[config.mk]
export PLATFORM = sky130hd
export DESIGN_NAME = sdf_ctrl
export DESIGN_NICKNAME = d
export VERILOG_FILES = /design/src/sdf_pkg.sv /design/src/sdf_tmr_if.sv /design/src/sdf_rate_timer.sv /design/src/sdf_ctrl.sv
export SDC_FILE = /design/constraint.sdc
export NUM_CORES = 1
export LEC_CHECK = 0
export BUFFER_PORTS_ARGS = -buffer_cell sky130_fd_sc_hd__buf_4
export CAP_MARGIN = 15
export CELL_PAD_IN_SITES_DETAIL_PLACEMENT = 1
export CELL_PAD_IN_SITES_GLOBAL_PLACEMENT = 1
export CORE_ASPECT_RATIO = 1.75
export CORE_UTILIZATION = 48
export DETAILED_ROUTE_END_ITERATION = 7
export HOLD_SLACK_MARGIN = 0.1
export PLACE_DENSITY = 0.82
export SYNTH_ARGS = -nofsm -noshare
export SYNTH_HDL_FRONTEND = slang
export SYNTH_HIERARCHICAL = 1
export SYNTH_SLANG_ARGS = --single-unit
export TNS_END_PERCENT = 5
[constraint.sdc]
create_clock -name hclk -period 11.8 [get_ports hclk]
set_clock_uncertainty 0.2 [all_clocks]
set_input_delay 0.59 -clock hclk [delete_from_list [all_inputs] [get_ports hclk]]
set_output_delay 0.59 -clock hclk [all_outputs]
set_load 0.05 [all_outputs]
[src/sdf_pkg.sv]
// Shared constants and types of the sinc decimation filter control
package sdf_pkg;
    // Register byte offsets
    localparam logic [7:0] ADDR_MODE = 8'h00;
    localparam logic [7:0] ADDR_CTRL = 8'h04;
    localparam logic [7:0] ADDR_STAT = 8'h08;
    localparam logic [7:0] ADDR_DATA = 8'h0c;
    // Mode register fields
    localparam int MODE_FS_LSB    = 0;
    localparam int MODE_FS_MSB    = 9;
    localparam int MODE_NOTCH_BIT = 10;
    localparam int MODE_ZL_BIT    = 11;
    localparam int MODE_THIRD_ORDER_SELECT_BIT = 15;
    localparam int MODE_CHOP_BIT  = 20;
    // Control and status fields
    localparam int CTRL_CHAN_BIT   = 0;
    localparam int STAT_SETTLE_BIT = 0;
    localparam int STAT_SWAP_BIT   = 1;
    localparam int STAT_NOTCH_BIT  = 2;
    localparam int STAT_CNT_LSB    = 8;
    localparam int STAT_CNT_MSB    = 15;
    // Reset values: fourth order, chop off, zero latency off
    localparam logic [9:0] FS_RESET    = 10'h060;
    localparam logic       THIRD_ORDER_SELECT_RESET = 1'b0;
    localparam logic       CHOP_RESET  = 1'b0;
    localparam logic       ZL_RESET    = 1'b0;
    localparam logic       NOTCH_RESET = 1'b0;
    // Filter orders and decimation base
    localparam logic [2:0] ORDER3   = 3'h3;
    localparam logic [2:0] ORDER4   = 3'h4;
    localparam logic [9:0] DEC_BASE = 10'h000;
    // Clock rates in kHz; master clock enable comes from a phase accumulator
    localparam int HCLK_KHZ = 200000;
    localparam int MCLK_KHZ = 4920;
    localparam logic [17:0] PH_MOD = 18'(HCLK_KHZ);
    localparam logic [17:0] PH_INC = 18'(MCLK_KHZ);

    typedef enum logic [1:0] {
        ST_RST = 2'b01,
        ST_RUN = 2'b10
    } sdf_state_t;

    function automatic logic [2:0] sdf_order(input logic third_order_select);
        return third_order_select ? ORDER3 : ORDER4;
    endfunction
endpackage

[src/sdf_tmr_if.sv]
// Link between the filter control and its output period timer
`timescale 1ns/1ps
`default_nettype none
interface sdf_tmr_if;
    logic       mclk_en;
    logic       restart;
    logic [9:0] fs;
    logic       tick;
    modport ctrl (output mclk_en, output restart, output fs, input tick);
    modport tmr  (input mclk_en, input restart, input fs, output tick);
endinterface
`default_nettype wire

[src/sdf_rate_timer.sv]
// Output period timer: counts 1024 x divider word master clocks
`timescale 1ns/1ps
`default_nettype none
module sdf_rate_timer
    import sdf_pkg::*;
(
    // Clock and reset
    input wire logic hclk,
    input wire logic hresetn,
    // Control side
    sdf_tmr_if.tmr   tif
);
    typedef struct packed {
        logic [19:0] cnt;
        logic        tick;
    } sdf_tmr_st_t;

    sdf_tmr_st_t s_q;
    sdf_tmr_st_t s_d;
    logic [19:0] limit;

    assign limit = {tif.fs, DEC_BASE} - 20'h00001;
    assign tif.tick = s_q.tick;

    always_comb begin
        s_d = s_q;
        s_d.tick = 1'b0;
        if (tif.restart) begin
            s_d.cnt = 20'h00000;
        end else if (tif.mclk_en) begin
            if (s_q.cnt >= limit) begin
                s_d.cnt = 20'h00000;
                s_d.tick = 1'b1;
            end else begin
                s_d.cnt = s_q.cnt + 20'h00001;
            end
        end
    end

    always_ff @(posedge hclk or negedge hresetn) begin
        if (!hresetn) begin
            s_q <= '0;
        end else begin
            s_q <= s_d;
        end
    end

    property p_tmr_tick;
        @(posedge hclk) disable iff (!hresetn)
        tif.tick |-> s_q.cnt == 20'h00000 && $past(tif.mclk_en);
    endproperty
    a_tmr_tick: assert property (p_tmr_tick)
        else $error("period tick without a wrap of the counter");
endmodule
`default_nettype wire

[src/sdf_ctrl.sv]
// Sinc decimation filter control with an AHB-Lite register slave
//
// What this block does
// - Mode bit 11 selects zero latency
// - Zero latency settles every conversion fully
// - Zero latency period is order x 1024 x word
// - Asynchronous step gives one unsettled conversion
// - Third order select picks third_order_select else sinc4
// - Third_order_select rate is clock over 1024 x word
// - Third_order_select needs three periods to settle
// - Channel change resets, first result after settling
// - Single channel keeps rate after input steps
// - Notch bit at 96 keeps rate unchanged
// - Sinc4 word 96: 50 Hz, 12.5 Hz
// - Sinc4 word 480: 10 Hz, 2.5 Hz
// - Third_order_select word 80: 60 Hz, 20 Hz
// - Chop swaps input, averages both polarities
// - Reset gives sinc4 with chop off
// - Sinc4 rate over 1024 x word, four periods
// - Sinc4 chop rate over 4 x 1024 x word
//
// Our own choices: the AHB-Lite slave port and the placing of the registers.
`timescale 1ns/1ps
`default_nettype none
module sdf_ctrl
    import sdf_pkg::*;
(
    // Clock and reset
    input  wire logic        hclk,
    input  wire logic        hresetn,
    // AHB-Lite slave
    input  wire logic        hsel,
    input  wire logic [31:0] haddr,
    input  wire logic [1:0]  htrans,
    input  wire logic        hwrite,
    input  wire logic [2:0]  hsize,
    input  wire logic [31:0] hwdata,
    input  wire logic        hready,
    output logic      [31:0] hrdata,
    output logic             hreadyout,
    output logic             hresp,
    // Modulator side
    input  wire logic        mod_bit,
    output logic             mod_reset,
    output logic             chop_swap,
    // Result side
    output logic             result_valid,
    output logic      [23:0] result_data
);
    typedef struct packed {
        sdf_state_t       st;
        logic [17:0]      ph;
        logic             men;
        logic [9:0]       fs;
        logic             notch;
        logic             zl;
        logic             third_order_select;
        logic             chop;
        logic             wr_pend;
        logic             rd_pend;
        logic [7:0]       addr;
        logic [31:0]      hrdata;
        logic             hready;
        logic [19:0]      ones;
        logic [3:0][19:0] hist;
        logic [1:0]       hidx;
        logic [2:0]       nper;
        logic [2:0]       pcnt;
        logic             evt;
        logic [21:0]      prev;
        logic             have_prev;
        logic             swap;
        logic             valid;
        logic [23:0]      data;
        logic             settled;
        logic [7:0]       convs;
        logic             mod_rst;
    } sdf_st_t;

    sdf_st_t     s_q;
    sdf_st_t     s_d;
    sdf_tmr_if   tif ();
    logic [2:0]  order;
    logic [21:0] wsum;
    logic [21:0] full;
    logic [21:0] raw;
    logic [22:0] avg;
    logic        addr_ph;

    // Sum of the newest periods that the chosen order spans
    function automatic logic [21:0] win_sum(input logic [3:0][19:0] h,
                                            input logic [1:0]       idx,
                                            input logic [2:0]       ord);
        logic [21:0] acc;
        acc = 22'h000000;
        for (int k = 0; k < 4; k++) begin
            if (3'(k) < ord) begin
                acc = acc + 22'(h[2'(idx - 2'(k))]);
            end
        end
        return acc;
    endfunction

    assign order   = sdf_order(s_q.third_order_select);
    assign wsum    = win_sum(s_q.hist, s_q.hidx, order);
    assign full    = 22'(order) * 22'({s_q.fs, DEC_BASE});
    assign raw     = s_q.swap ? full - wsum : wsum;
    assign avg     = 23'(raw) + 23'(s_q.prev);
    assign addr_ph = hsel && hready && htrans[1];

    assign tif.mclk_en = s_q.men;
    assign tif.fs      = s_q.fs;
    assign tif.restart = (s_q.st == ST_RST);

    sdf_rate_timer u_timer (
        .hclk    (hclk),
        .hresetn (hresetn),
        .tif     (tif.tmr)
    );

    assign hrdata       = s_q.hrdata;
    assign hreadyout    = s_q.hready;
    assign hresp        = 1'b0;
    assign mod_reset    = s_q.mod_rst;
    assign chop_swap    = s_q.swap;
    assign result_valid = s_q.valid;
    assign result_data  = s_q.data;

    always_comb begin
        s_d = s_q;
        s_d.valid = 1'b0;
        s_d.men = 1'b0;
        s_d.evt = 1'b0;
        s_d.mod_rst = 1'b0;
        // Fractional divider: average 4.92 MHz enable from 200 MHz
        if (s_q.ph + PH_INC >= PH_MOD) begin
            s_d.ph = s_q.ph + PH_INC - PH_MOD;
            s_d.men = 1'b1;
        end else begin
            s_d.ph = s_q.ph + PH_INC;
        end
        // Read data is fetched one cycle late so a write in the
        // preceding data phase is already visible
        if (s_q.rd_pend) begin
            s_d.rd_pend = 1'b0;
            s_d.hready = 1'b1;
            case (s_q.addr)
                ADDR_MODE: begin
                    s_d.hrdata = '0;
                    s_d.hrdata[MODE_FS_MSB:MODE_FS_LSB] = s_q.fs;
                    s_d.hrdata[MODE_NOTCH_BIT] = s_q.notch;
                    s_d.hrdata[MODE_ZL_BIT] = s_q.zl;
                    s_d.hrdata[MODE_THIRD_ORDER_SELECT_BIT] = s_q.third_order_select;
                    s_d.hrdata[MODE_CHOP_BIT] = s_q.chop;
                end
                ADDR_STAT: begin
                    s_d.hrdata = '0;
                    s_d.hrdata[STAT_SETTLE_BIT] = s_q.settled;
                    s_d.hrdata[STAT_SWAP_BIT] = s_q.swap;
                    s_d.hrdata[STAT_NOTCH_BIT] = s_q.notch;
                    s_d.hrdata[STAT_CNT_MSB:STAT_CNT_LSB] = s_q.convs;
                end
                ADDR_DATA: s_d.hrdata = {8'h00, s_q.data};
                default:   s_d.hrdata = 32'h00000000;
            endcase
        end
        // Conversion engine
        case (s_q.st)
            ST_RST: begin
                s_d.st = ST_RUN;
            end
            ST_RUN: begin
                if (s_q.men) begin
                    s_d.ones = s_q.ones + 20'(mod_bit);
                end
                if (tif.tick) begin
                    s_d.hidx = s_q.hidx + 2'h1;
                    s_d.hist[s_q.hidx + 2'h1] = s_q.ones;
                    s_d.ones = 20'h00000;
                    s_d.evt = 1'b1;
                    if (s_q.nper != 3'h7) begin
                        s_d.nper = s_q.nper + 3'h1;
                    end
                    s_d.pcnt = s_q.pcnt + 3'h1;
                end
                if (s_q.evt) begin
                    if (s_q.chop) begin
                        if (s_q.pcnt >= order) begin
                            s_d.pcnt = 3'h0;
                            s_d.swap = !s_q.swap;
                            s_d.prev = raw;
                            s_d.have_prev = 1'b1;
                            if (s_q.have_prev) begin
                                s_d.valid = 1'b1;
                                // Halved sum is the mean of both polarities
                                s_d.data = {2'b00, avg[22:1]};
                            end
                        end
                    end else if (s_q.zl) begin
                        // Window covers only this conversion's periods
                        if (s_q.pcnt >= order) begin
                            s_d.pcnt = 3'h0;
                            s_d.valid = 1'b1;
                            s_d.data = {2'b00, wsum};
                        end
                    end else if (s_q.nper >= order) begin
                        s_d.valid = 1'b1;
                        s_d.data = {2'b00, wsum};
                    end
                end
            end
            default: begin
                s_d.st = ST_RST;
            end
        endcase
        // Register writes; mode and channel writes restart the filter
        if (s_q.wr_pend) begin
            s_d.wr_pend = 1'b0;
            if (s_q.addr == ADDR_MODE) begin
                if (hwdata[MODE_FS_MSB:MODE_FS_LSB] != 10'h000) begin
                    s_d.fs = hwdata[MODE_FS_MSB:MODE_FS_LSB];
                end
                s_d.notch = hwdata[MODE_NOTCH_BIT];
                s_d.zl = hwdata[MODE_ZL_BIT];
                s_d.third_order_select = hwdata[MODE_THIRD_ORDER_SELECT_BIT];
                s_d.chop = hwdata[MODE_CHOP_BIT];
                s_d.st = ST_RST;
            end else if (s_q.addr == ADDR_CTRL && hwdata[CTRL_CHAN_BIT]) begin
                s_d.st = ST_RST;
            end
        end
        if (s_d.st == ST_RST) begin
            s_d.mod_rst = 1'b1;
            s_d.ones = 20'h00000;
            s_d.hist = '0;
            s_d.nper = 3'h0;
            s_d.pcnt = 3'h0;
            s_d.evt = 1'b0;
            s_d.have_prev = 1'b0;
            s_d.swap = 1'b0;
            s_d.settled = 1'b0;
            s_d.valid = 1'b0;
        end
        // After the restart clear, so a dropped result is never counted
        if (s_d.valid) begin
            s_d.settled = 1'b1;
            s_d.convs = s_q.convs + 8'h01;
        end
        if (addr_ph) begin
            s_d.addr = haddr[7:0];
            s_d.wr_pend = hwrite;
            s_d.rd_pend = !hwrite;
            s_d.hready = hwrite;
        end
    end

    always_ff @(posedge hclk or negedge hresetn) begin
        if (!hresetn) begin
            s_q <= '0;
            s_q.st <= ST_RUN;
            s_q.fs <= FS_RESET;
            s_q.third_order_select <= THIRD_ORDER_SELECT_RESET;
            s_q.chop <= CHOP_RESET;
            s_q.zl <= ZL_RESET;
            s_q.notch <= NOTCH_RESET;
            s_q.hready <= 1'b1;
        end else begin
            s_q <= s_d;
        end
    end

    property p_zl_write;
        @(posedge hclk) disable iff (!hresetn)
        s_q.wr_pend && s_q.addr == ADDR_MODE
            |=> s_q.zl == $past(hwdata[MODE_ZL_BIT]);
    endproperty
    a_zl_write: assert property (p_zl_write)
        else $error("zero latency bit not taken from mode write");

    property p_zl_full;
        @(posedge hclk) disable iff (!hresetn)
        s_q.zl && !s_q.chop && s_q.evt && s_q.pcnt < order |=> !result_valid;
    endproperty
    a_zl_full: assert property (p_zl_full)
        else $error("zero latency result before full settling");

    property p_order;
        @(posedge hclk) disable iff (!hresetn)
        order == (s_q.third_order_select ? 3'h3 : 3'h4);
    endproperty
    a_order: assert property (p_order)
        else $error("filter order does not follow select bit");

    property p_settle;
        @(posedge hclk) disable iff (!hresetn)
        s_q.evt && !s_q.zl && !s_q.chop && s_q.nper < order
            && !s_q.wr_pend |=> !result_valid;
    endproperty
    a_settle: assert property (p_settle)
        else $error("normal mode result before settling periods");

    property p_chan;
        @(posedge hclk) disable iff (!hresetn)
        s_q.wr_pend && s_q.addr == ADDR_CTRL && hwdata[0]
            |=> mod_reset && !result_valid ##1 !mod_reset;
    endproperty
    a_chan: assert property (p_chan)
        else $error("channel change did not pulse modulator reset");

    property p_valid_pulse;
        @(posedge hclk) disable iff (!hresetn)
        result_valid |=> !result_valid;
    endproperty
    a_valid_pulse: assert property (p_valid_pulse)
        else $error("result strobe longer than one cycle");

    property p_fs_legal;
        @(posedge hclk) disable iff (!hresetn)
        s_q.fs != 10'h000;
    endproperty
    a_fs_legal: assert property (p_fs_legal)
        else $error("divider word became zero");

    property p_chop_swap;
        @(posedge hclk) disable iff (!hresetn)
        s_q.chop && s_q.evt && s_q.pcnt >= order && !s_q.wr_pend
            |=> chop_swap != $past(chop_swap);
    endproperty
    a_chop_swap: assert property (p_chop_swap)
        else $error("chop polarity did not alternate");

    property p_read_wait;
        @(posedge hclk) disable iff (!hresetn)
        addr_ph && !hwrite |=> !hreadyout ##1 hreadyout;
    endproperty
    a_read_wait: assert property (p_read_wait)
        else $error("read answer not after one wait state");

    c_zl_result: cover property (@(posedge hclk) s_q.zl && result_valid);
    c_chop_result: cover property (@(posedge hclk) s_q.chop && result_valid);
    c_norm_result: cover property (@(posedge hclk)
        !s_q.zl && !s_q.chop && result_valid);
endmodule
`default_nettype wire

==> results.py <==
metrics = {
    "route": {
        "final_antenna_net_count": 0,
        "wirelength_um": 60150,
        "wire_per_inst_um": 21.48,
        "drtPass1Iterations": 6,
        "drt-initial-drc-count": 972,
        "drc": 0,
        "vias": 17180,
        "viasPerCell": 6.134,
    },
    "clock_tree": {
        "clk_pin_slew_ns": 0.06,
        "htreeDepth": 1,
        "insertion_delay_ns": 0.58,
        "cts_tree": "done",
        "cts_made_buffers": 27,
        "clock_sinks": 253,
        "cts_max_path_buffers": 3,
        "clockRootBuffer": "clkbuf_16",
        "post_cts_buffers": 0,
    },
    "pwr": {
        "power.density_nw_per_um2": 118.8,
        "leakagePower_nw": 9.540,
        "ir_drop_mv": 0.1506,
    },
    "final_layout": {
        "final_cell_mix": "347 x nand2_1, 247 x dfrtp_1, 204 x a21oi_1",
        "fin_area_um2": 21760,
        "layout_commonest_cell": "nand2_1",
        "area_delta_synth_final_pct": 9.071,
        "drive_gt1_share_pct": 13.61,
        "nets": 2452,
    },
    "place": {
        "dp_hpwl_um": 44010,
        "post_dp_cell_area_um2": 20560,
        "place.gp.congestion": 0.8598,
        "port_buffers": 78,
    },
    "die": {
        "initial_core_util_pct": 48.70,
        "fp.dieW_um": 156.1,
        "row_count": 98,
        "die_area_um2": 42410,
        "die_y_um": 271.7,
        "ios": 136,
        "design.core.area_um2": 40950,
    },
    "worst_setup_path": {
        "path_max_fanout": 26,
        "r2r_start": "s_q[66]",
        "cp.arrival_ns": 10.96,
        "crit_start": "s_q[66]",
        "required_ns": 12.05,
        "start_kind": "register",
        "endpoint_kind": "register",
        "crit_type": "reg2reg",
        "crit_path_top_delay_cell": "dfrtp_4",
        "cp_slowest_stage_delay_ns": 0.71,
    },
    "yosys": {
        "synthFlopType": "dfrtp_1",
        "synth_cell_types": 99,
        "yosys_warnings": 6,
        "syn_inst": 2240,
        "ys_seq_area_share_pct": 31.77,
        "ys_seq_elements": 253,
        "synthesis.area_um2": 19950,
        "async_reset_ff_share_pct": 100.0,
        "syn_avg_cell_area_um2": 8.905,
        "synth_edf_count": 0,
    },
    "sta": {
        "worst_pin_slew_ns": 1.155,
        "hold_viol_final": 0,
        "drv_slew": 0,
        "setup_viol": 0,
        "timing.slew.headroom_pct": 22.76,
        "whs_ns": 0.1654,
        "finalCritPeriodShare_pct": 90.70,
        "max_clock_freq_mhz": 93.44,
        "post-route-min-period_ns": 10.70,
        "fin_tns_setup_ns": 0,
        "grt_setup_unrepaired": "false",
    },
    "hold_path": {
        "hold_start": "hwdata[0]",
        "hold_path.class": "in2reg",
    },
    "global_route": {
        "first_global_vias": 18700,
        "antenna_found_initial": 1,
        "grt_max_degree": 104,
        "grt_pass1_wl_um": 97520,
        "grt-ovfl-total": 0,
        "grt_usage_pct": 28.99,
    },
    "status": {
        "status": "finished, final reports clean",
    },
    "job": {
        "drv_cap": 0,
    },
}
synthesized netlist by cell type, types with 8 or more instances:
library cell	number	area [µm²]
a21boi_0	8	60.06
o21a_1	13	97.59
mux2i_1	15	150.1
dfrtp_1	249	6231
buf_1	16	60.06
or3_1	16	100.1
mux2_2	38	427.9
o22ai_1	23	143.9
clkbuf_1	95	356.6
and3_1	21	131.4
a21oi_1	204	1021
a31oi_1	36	225.2
and2_1	24	150.1
nor2_1	136	510.5
a211oi_1	9	67.56
a21o_1	40	300.3
o21ai_1	9	45.04
nor2b_1	13	81.33
nand3_1	53	265.3
ha_1	144	1802
xor2_1	52	455.4
nand4_1	22	137.6
inv_1	107	401.6
nand2_1	347	1303
buf_4	58	435.4
nand2b_1	19	118.9
nor4_1	9	56.30
a22oi_1	18	135.1
mux4_2	78	1757
or2_2	10	62.56
o21ai_0	96	480.5
o21bai_1	12	90.09
xnor2_1	86	753.2
nor3_1	27	135.1
final timing paths:
check | end | slack [ns] | cells past startpoint
max | result_data[19] | 1.10 | 44
min | tif.fs[0] | 0.17 | 3
max reg2reg | result_data[19] | 1.10 | 44
min reg2reg | s_q[229] | 0.27 | 1
max in group asynchronous | s_q[66] | 9.19 | 3
min in group asynchronous | s_q[206] | 0.44 | 2
report_power, final:
group,internal [mW],switching (mW)
registers,0.900,0.0430
clock network,0.556,0.391
logic,0.213,0.481
registers in the layout (all words and copies together), names as in the netlist:
name / cells
result_data: 22
hreadyout: 1
u_timer/tif.tick: 1
tif.mclk_en: 1
mod_reset: 1
chop_swap: 1
hrdata: 23
u_timer/s_q: 20
tif.fs: 10
result_valid: 1
s_q: 172
worst max-delay path: cells and delay by family (launching register included):
kind            cells  cell delay [ns]
compound gates     19             4.08
fa+ha+maj           6             2.31
simple gates       14             2.20
flops               1             0.71
mux                 2             0.67
xor+xnor            2             0.22
buf+inv             1             0.14
area by class of cell:
class	count	area [µm²]
Sequential cell	253	6341
Multi-Input combinational cell	1716	12370
Clock buffer	37	743.2
Timing Repair Buffer	123	988.4
Clock inverter	13	221.5
Fill cell	4767	19200
Antenna cell	1	2.502
Tap cell	550	688.2
Inverter	107	401.6
cells by family (layout without fill, tap and decap cells):
family	after synthesis	count (layout)	share of synthesized area (%)
simple gates	737	737	17.09
compound gates	549	549	17.34
other cells	1	12	0.01880
xor+xnor	138	138	6.059
flops	253	253	31.77
mux	131	131	11.70
buf+inv	281	280	6.442
fa+ha+maj	150	150	9.585
per-stage QoR:
stage                     util (%)  power (mW)  instances  setup WS (ns)
after global routing         53.12       2.700       2800        0.09397
after floorplan                  -       1.439       2250          1.756
after CTS                    53.11       2.605       2799          1.020
final                        53.12       2.584       2800          1.098
after detailed placement     50.19       1.640       2726          1.144
after global placement       50.19       1.612       2726          1.347
per-layer routing:
| layer | track usage, % | wire length [µm] | vias to the layer above |
|---|---|---|---|
| li1 | - | - | 7904 |
| met1 | 29.56 | 21630 | 8682 |
| met2 | 55.85 | 32980 | 405 |
| met3 | 2.618 | 1750 | 184 |
| met4 | 17.60 | 3790 | 0 |
| met5 | 0 | 0 | - |
what timing repair did:
item	4_1_cts	5_1_grt
hold buffers	23	0
hold endpoints to repair	121	0
endpoints found under the setup margin	0	1
resized for setup	0	1
No activity file was read; power rests on OpenSTA's default activity.
